**config.mk**
```make
export PLATFORM = sky130hd
export DESIGN_NAME = count_interrupt_block
export DESIGN_NICKNAME = d
export VERILOG_FILES = /design/src/hw/cnt_irq_pkg.sv /design/src/hw/count_interrupt_block.sv /design/src/hw/match_detect.sv
export SDC_FILE = /design/constraint.sdc
export NUM_CORES = 1
export LEC_CHECK = 0
export CAP_MARGIN = 20
export CELL_PAD_IN_SITES_DETAIL_PLACEMENT = 0
export CELL_PAD_IN_SITES_GLOBAL_PLACEMENT = 1
export CORE_ASPECT_RATIO = 2
export CORE_MARGIN = 2
export CORE_UTILIZATION = 40
export DETAILED_ROUTE_END_ITERATION = 10
export DONT_BUFFER_PORTS = 1
export PLACE_DENSITY_LB_ADDON = 0.1
export SETUP_SLACK_MARGIN = 0.3
export SYNTH_ARGS = -nofsm -noshare
export SYNTH_HDL_FRONTEND = slang
export SYNTH_SLANG_ARGS = --single-unit
```
**constraint.sdc**
```tcl
create_clock -name sys_clk -period 2.9 [get_ports sys_clk]
set_clock_uncertainty 0.1 [all_clocks]
set_input_delay 0.145 -clock sys_clk [delete_from_list [all_inputs] [get_ports sys_clk]]
set_output_delay 0.145 -clock sys_clk [all_outputs]
set_load 0.05 [all_outputs]
```
**src/hw/cnt_irq_pkg.sv**
```systemverilog
// Contract
// RULE1: Raise event when count reaches compare value
// RULE2: Only counters 0 and 1 interrupt
// RULE3: Event number 0-5 selects raised line
// RULE4: Rising enable arms; no event before
// RULE5: Caller matches select to counter axis
// RULE6: Busy true while function executes
// RULE7: Active true while controlling the channel
// RULE8: One event per match, again later
// RULE9: Compare value signed, sampled at arming
package cnt_irq_pkg;
    localparam int NUM_COUNTERS = 7;
    localparam int NUM_EVENTS = 6;
    localparam logic [15:0] MAX_IRQ_COUNTER = 16'h0001;
    localparam logic [15:0] MAX_EVENT = 16'h0005;
    localparam logic [15:0] ERR_NONE = 16'h0000;
    localparam logic [15:0] SEL_RESET = 16'h0000;
    localparam logic [31:0] CMP_RESET = 32'h00000000;

    typedef struct packed {
        logic [15:0] counter_select;
        logic [15:0] event_number;
        logic signed [31:0] compare_value;
    } arm_cfg_s;

    typedef enum logic [1:0] {
        ST_IDLE = 2'b01,
        ST_ARMED = 2'b10
    } irq_state_e;
endpackage

```
**src/hw/count_interrupt_block.sv**
```systemverilog
`timescale 1ns/10ps
module count_interrupt_block
    import cnt_irq_pkg::*;
(
    input wire logic sys_clk, // Clock 125 MHz
    input wire logic resetn, // Async reset, low
    input wire logic clk_en, // Clock enable
    input wire logic enable, // Execute level
    input wire arm_cfg_s cfg, // Select, event, compare
    input wire logic signed [31:0] count0, // Counter 0 value
    input wire logic signed [31:0] count1, // Counter 1 value
    output logic [NUM_EVENTS-1:0] event_pulse, // Event lines
    output logic busy, // Executing
    output logic active, // Controlling channel
    output logic error, // Reserved, low
    output logic [15:0] error_code // Reserved, zero
);
    ////////////////////////////////////////////////////////////
    irq_state_e state_q, state_d;
    arm_cfg_s cfg_q, cfg_d;
    logic enable_q, enable_d;
    logic busy_q, busy_d;
    logic active_q, active_d;
    logic [NUM_EVENTS-1:0] ev_q, ev_d;
    logic signed [31:0] sel_count;
    logic watch;
    logic hit;
    logic cfg_ok;

    // Settings take effect only at the enable edge
    assign cfg_ok = (cfg.counter_select <= MAX_IRQ_COUNTER) // RULE2
                    && (cfg.event_number <= MAX_EVENT); // RULE3
    assign sel_count = (cfg_q.counter_select == SEL_RESET) ? count0 : count1;
    assign watch = (state_q == ST_ARMED);

    match_detect u_match (
        .sys_clk(sys_clk),
        .resetn(resetn),
        .clk_en(clk_en),
        .watch(watch),
        .count_value(sel_count),
        .compare_value(cfg_q.compare_value),
        .hit(hit)
    );

    ////////////////////////////////////////////////////////////
    always_comb begin
        state_d = state_q;
        cfg_d = cfg_q;
        enable_d = enable;
        ev_d = '0;
        unique case (state_q)
            ST_IDLE: begin
                if (enable && !enable_q && cfg_ok) begin // RULE4
                    cfg_d = cfg; // RULE9
                    state_d = ST_ARMED;
                end
            end
            ST_ARMED: begin
                if (!enable) begin
                    state_d = ST_IDLE;
                end else if (hit) begin
                    ev_d[cfg_q.event_number[2:0]] = 1'b1; // RULE1
                end
            end
            default: state_d = ST_IDLE;
        endcase
        busy_d = (state_d == ST_ARMED); // RULE6
        active_d = (state_d == ST_ARMED); // RULE7
    end

    always_ff @(posedge sys_clk or negedge resetn) begin
        if (!resetn) begin
            state_q <= ST_IDLE;
            cfg_q <= '{SEL_RESET, SEL_RESET, CMP_RESET};
            enable_q <= 1'b0;
            ev_q <= '0;
            busy_q <= 1'b0;
            active_q <= 1'b0;
        end else if (clk_en) begin
            state_q <= state_d;
            cfg_q <= cfg_d;
            enable_q <= enable_d;
            ev_q <= ev_d;
            busy_q <= busy_d;
            active_q <= active_d;
        end
    end

    assign event_pulse = ev_q;
    assign busy = busy_q;
    assign active = active_q;
    assign error = 1'b0;
    assign error_code = ERR_NONE;
endmodule // count_interrupt_block

```
**src/hw/match_detect.sv**
```systemverilog
`timescale 1ns/10ps
module match_detect
    import cnt_irq_pkg::*;
(
    input wire logic sys_clk, // Clock
    input wire logic resetn, // Async reset, low
    input wire logic clk_en, // Clock enable
    input wire logic watch, // Comparison enabled
    input wire logic signed [31:0] count_value, // Selected count
    input wire logic signed [31:0] compare_value, // Target
    output logic hit // One-cycle on reaching target
);
    logic eq_q;
    logic eq_d;
    logic hit_q;
    logic hit_d;

    always_comb begin
        eq_d = watch && (count_value == compare_value);
        // First cycle of equality only; sitting on target gives one event
        hit_d = eq_d && !eq_q; // RULE8
    end

    always_ff @(posedge sys_clk or negedge resetn) begin
        if (!resetn) begin
            eq_q <= 1'b0;
            hit_q <= 1'b0;
        end else if (clk_en) begin
            eq_q <= eq_d;
            hit_q <= hit_d;
        end
    end

    assign hit = hit_q;
endmodule // match_detect

```
* Word level (Yosys, flattened, before mapping)
Index checks and enable logic that the tools add are counted.
Word-level totals: output and inout bits 25, input port bits 132, bits in registers 63, word-level logic and storage cells 36
Operators by class: magnitude comparators 4, equality and inequality tests 4, muxes and demuxes 9, reductions and logical operators 10
Operators with widths (number):
- $eq A32 B32 Y1 | 1
- $mux W32 | 1
- $mux W6 | 3
- $le A16 B1 Y1 const B | 1
- $le A16 B3 Y1 const B | 1
- $logic_not A16 Y1 | 1
- $logic_and A1 B1 Y1 | 6
- $eq A2 B2 Y1 const B | 2
- $lt A3 B4 Y1 const B | 1
- $mux W2 | 2
- $pmux W2 S2 | 1
- $demux W1 S3 | 1
- $ge A3 B1 Y1 const B | 1
- $reduce_and A3 Y1 | 1
- $eq A2 B1 Y1 const B | 1
- $logic_not A1 Y1 | 2
- $mux W1 | 1

* Logic depth before layout (Yosys ltp)
depth in word-level cells 7, mapped depth 8, mapped depth without buffers 8

* Cells and area by module
Synthesis repeated with hierarchy kept, for this count alone.
Second synthesis, totals: cell total of the unflattened synthesis 271, area total of the unflattened synthesis 3367.0 um2
Modules (own cells, without submodules):
- count_interrupt_block | cells an instance 221, instances 1, sequential area each 1527.7 um2, area each 2940.3 um2
- match_detect | cells an instance 50, instances 1, sequential area each 50.0 um2, area each 426.7 um2

* Worst setup path before layout
No wires, ideal clock.
path type register -> register, from register cfg_q[58] (netlist bit), to register u_match.eq_q, cell stages (with the launch flop) 8, required time 2705 ps, slack 711 ps, library setup time 95 ps, arrival time 1993 ps, cells stage by stage dfrtp_1 nor4_1 nand4_1 buf_6 nor4_2 o22ai_1 or4b_4 o32ai_2
On the way: cells in the longest elaborated chain, start to end 4
Ends and longest elaborated chain:
- from (decl) | line count_interrupt_block.sv:20 | arm_cfg_s cfg_q, cfg_d;
- from (signal assigned) | line count_interrupt_block.sv:75 | cfg_q <= '{SEL_RESET, SEL_RESET, CMP_RESET};
- from (signal assigned) | line count_interrupt_block.sv:82 | cfg_q <= cfg_d;
- $logic_not A16 Y1 | line count_interrupt_block.sv:33 | assign sel_count = (cfg_q.counter_select == SEL_RESET) ? count0 : count1;
- $mux W32 | line count_interrupt_block.sv:33
- $eq A32 B32 Y1 | line match_detect.sv:19 | eq_d = watch && (count_value == compare_value);
- $logic_and A1 B1 Y1 | line match_detect.sv:19
- to (signal assigned) | line match_detect.sv:29 | eq_q <= eq_d;
- to (decl) | line match_detect.sv:13 | logic eq_q;
No other way between the ends. A chain may end at the register's enable or synchronous reset.

* Worst setup path after layout
from register cfg_q[50] (netlist bit), to register u_match.hit_q, in the netlist u_match.hit
On the way: cells in the longest elaborated chain, start to end 5
Ends and longest elaborated chain:
- $logic_not A16 Y1 | line count_interrupt_block.sv:33
- $mux W32 | line count_interrupt_block.sv:33
- $eq A32 B32 Y1 | line match_detect.sv:19
- $logic_and A1 B1 Y1 | line match_detect.sv:19
- $logic_and A1 B1 Y1 | line match_detect.sv:21 | hit_d = eq_d && !eq_q;
- to (signal assigned) | line match_detect.sv:30 | hit_q <= hit_d;
- to (decl) | line match_detect.sv:15 | logic hit_q;
No other way between the ends.

==> results.py <==
metrics = {
    "outcome": {
        "status": "finished clean",
    },
    "synthesis": {
        "synth_top_family_by_area": "simple AND/OR/NAND/NOR gates",
        "synth.distinct_cells": 54,
        "ys_top_cells_by_count": "dfrtp_1, mux2_1, inv_1",
        "synthAdderAreaFrac_pct": 0.708,
        "synth_top_area_share_pct": 43.9,
        "synth_seq_area_share_pct": 44.6,
        "synth.most_common_cell": "dfrtp_1",
        "synthMuxAreaShare_pct": 14.6,
        "synth-compound-area-share_pct": 11.9,
        "ys_ff_latch": 63,
        "synth_largest_area_cell": "dfrtp_1",
        "async_flop_share_pct": 100,
        "syn_avg_cell_area_um2": 10.7,
        "syn_area_um2": 3530,
        "ys_top_cells_by_area": "dfrtp_1, mux2_1, buf_4, nand2b_1, inv_1",
        "synth_edf_count": 0,
        "netlist_instances": 331,
        "synth_xor_area_share_pct": 4.71,
        "synth_warnings": 0,
        "synthFlopType": "dfrtp_1",
        "synth-simple-area-share_pct": 14.8,
    },
    "finish": {
        "drive_gt1_share_pct": 8.90,
        "fillCellCount": 832,
        "nets": 512,
        "n_antenna_cell": 0,
        "syn_to_final_growth_pct": 23.3,
        "fin_area_um2": 4360,
    },
    "run": {
        "maxCapViolations": 0,
    },
    "clock_network": {
        "cts_tree": "yes",
        "htreeDepth": 3,
        "cts_buffers": 9,
        "clock_path_buffers": 2,
        "cts_sinks": 63,
        "root_buffer": "clkbuf_16",
        "clkLatencyLatePin_ns": 0.33,
        "clk_pin_slew_worst_paths_ns": 0.05,
    },
    "drt": {
        "routedWlPerCell_um": 20.4,
        "ant_nets": 0,
        "drc": 0,
        "via_per_inst": 5.48,
        "vias": 2643,
        "dr.pass1.iters": 5,
        "drt-initial-drc-count": 120,
        "wl_um": 9850,
    },
    "worst_setup_path": {
        "cp.arrival_ns": 2.60,
        "path_class": "flip-flop to flip-flop",
        "cp_data_required_time_ns": 3.04,
        "worst-path-max-fanout": 8,
        "startpoint_type": "flip-flop",
        "crit_path_end_kind": "flip-flop",
    },
    "global_routing": {
        "grt_pass1_vias": 2836,
        "gr-total-overflow": 0,
        "grt_max_degree": 64,
        "grt_first_pass_wirelength_um": 14600,
        "grt_use_total_pct": 20.8,
        "antenna_found_initial": 0,
    },
    "power": {
        "combinationalPowerShare_pct": 9.4,
        "p_total_w": 0.00210,
        "switching_share_pct": 23.5,
        "p_leak_nw": 1.94,
        "seqPwrFrac_pct": 42.3,
        "clkPwrFrac_pct": 48.3,
        "p_int_w": 0.00161,
        "pwr_density_cell_nw_per_um2": 483,
        "worst_ir_drop_vdd_mv": 0.350,
        "power.switching_w": 0.000495,
    },
    "placement": {
        "hpwl_um": 7640,
        "port_buffers": 0,
        "gp_congestion": 0.859,
        "placed_cell_area_um2": 3570,
    },
    "sta": {
        "slew_viol_final": 0,
        "timing.final.crit_share_pct": 85.1,
        "setup_tns_ns": 0,
        "setup_viol": 0,
        "hold_violations": 0,
        "rsz0062_at_grt": "false",
        "worstMarginPinSlew_ns": 0.895,
        "relSlewSlack_pct": 40.3,
        "max_freq_ghz": 0.405,
        "fin_crit_ns": 2.47,
    },
    "die": {
        "coreArea_um2": 8590,
        "io_pins": 157,
        "rows": 48,
        "die_area_um2": 9650,
        "die_h_um": 137,
        "initial_core_util_pct": 41.2,
        "fp.dieW_um": 70.5,
    },
    "worst_hold_path": {
        "hold_path_class": "input pin to flip-flop",
    },
}
==> cells in the final DEF (no fill, tap or decap), types with 7 or more instances in the layout <==
| cell type | synthesis | layout |
|---|---|---|
| dfrtp_1 | 62 | 62 |
| dlygate4sd3_1 | 0 | 39 |
| mux2_1 | 36 | 36 |
| inv_1 | 32 | 32 |
| nand2b_1 | 20 | 20 |
| and2_1 | 17 | 17 |
| conb_1 | 1 | 17 |
| o22ai_1 | 15 | 15 |
| nor4_1 | 16 | 14 |
| mux2i_1 | 10 | 10 |
| xnor2_1 | 10 | 10 |
| clkbuf_16 | 0 | 10 |
| xor2_1 | 9 | 9 |
| nor2b_1 | 7 | 7 |
==> routing by layer <==
| metal | up-vias | wire [µm] | global-route usage, % |
|---|---|---|---|
| li1 | 1252 | - | - |
| met5 | - | 0 | 0 |
| met4 | 0 | 288 | 9.94 |
| met2 | 107 | 5750 | 40.7 |
| met1 | 1264 | 3100 | 18.7 |
| met3 | 20 | 706 | 6.33 |
==> layout make-up <==
type	count	area [µm²]	share of cell area (%)
well taps	100	125	2.87
clock inverters	3	17.5	0.402
inverters	33	124	2.84
multi-input cells	224	1750	40.1
clock buffers	12	267	6.11
repair buffers	47	500	11.5
flip-flops and latches	63	1580	36.2
==> per-stage QoR <==
step / worst slack, ns / utilization (%) / hold slack, ns / instances
CTS: 0.345 / 49.8 / 0.0213 / 477
global route: 0.317 / 50.8 / 0.0212 / 482
detailed placement: 0.374 / 41.6 / -0.248 / 422
floorplan: 0.711 / - / -0.251 / 347
finish: 0.432 / 50.8 / 0.0127 / 482
global placement: 0.412 / 41.6 / -0.248 / 422
==> power by group through the flow <==
| stage | Sequential [W] | Clock (W) | Combinational [W] |
|---|---|---|---|
| detailed placement | 0.000905 | 0 | 0.000131 |
| global placement | 0.000905 | 0 | 0.000131 |
| global route | 0.000890 | 0.00107 | 0.000217 |
| CTS | 0.000890 | 0.00104 | 0.000199 |
| floorplan | 0.000905 | 0 | 0.000133 |
| finish | 0.000890 | 0.00102 | 0.000198 |
==> path summary, 6_finish.rpt <==
check	startpoint	endpoint	slack (ns)	depth (start not counted)
worst max-delay path	cfg_q[50]	u_match.hit	0.43	8
worst min-delay path	enable	event_pulse[4]	0.01	2
worst max register to register	cfg_q[50]	u_match.hit	0.43	8
worst min register to register	cfg_q[57]	cfg_q[57]	0.39	1
max in group asynchronous	resetn	state_q[0]	2.16	2
min in group asynchronous	resetn	cfg_q[14]	0.24	2
==> cells by family after synthesis <==
| kind of cell | after synthesis |
|---|---|
| and+or+nand+nor | 85 |
| DFF | 63 |
| buffers and inverters | 60 |
| AOI/OAI and AO/OA | 54 |
| muxes | 47 |
| xor gates and xnor gates | 19 |
| adders and majority gates | 2 |
| other | 1 |
==> critical path: stages (launching register included) <==
cell     delay (ns)
dfrtp_1        0.40
nor4_4         0.29
nand4_1        0.21
buf_12         0.20
buf_4          0.14
mux2i_1        0.14
o22ai_1        0.10
or4b_4         0.53
o31ai_1        0.24
==> sequential cells by signal (all words and copies together), names as in the netlist <==
signal        cells
active            1
cfg_q            51
enable_q          1
event_pulse       6
state_q           2
u_match.eq_q      1
u_match.hit       1
==> what timing repair did <==
item,in CTS,in global routing
setup endpoints to repair,0,2
hold buffers,40,0
resized for setup,0,4
buffers inserted,0,4
endpoints found under the hold margin,111,0
Note: power is estimated with default switching activity, not from simulation.
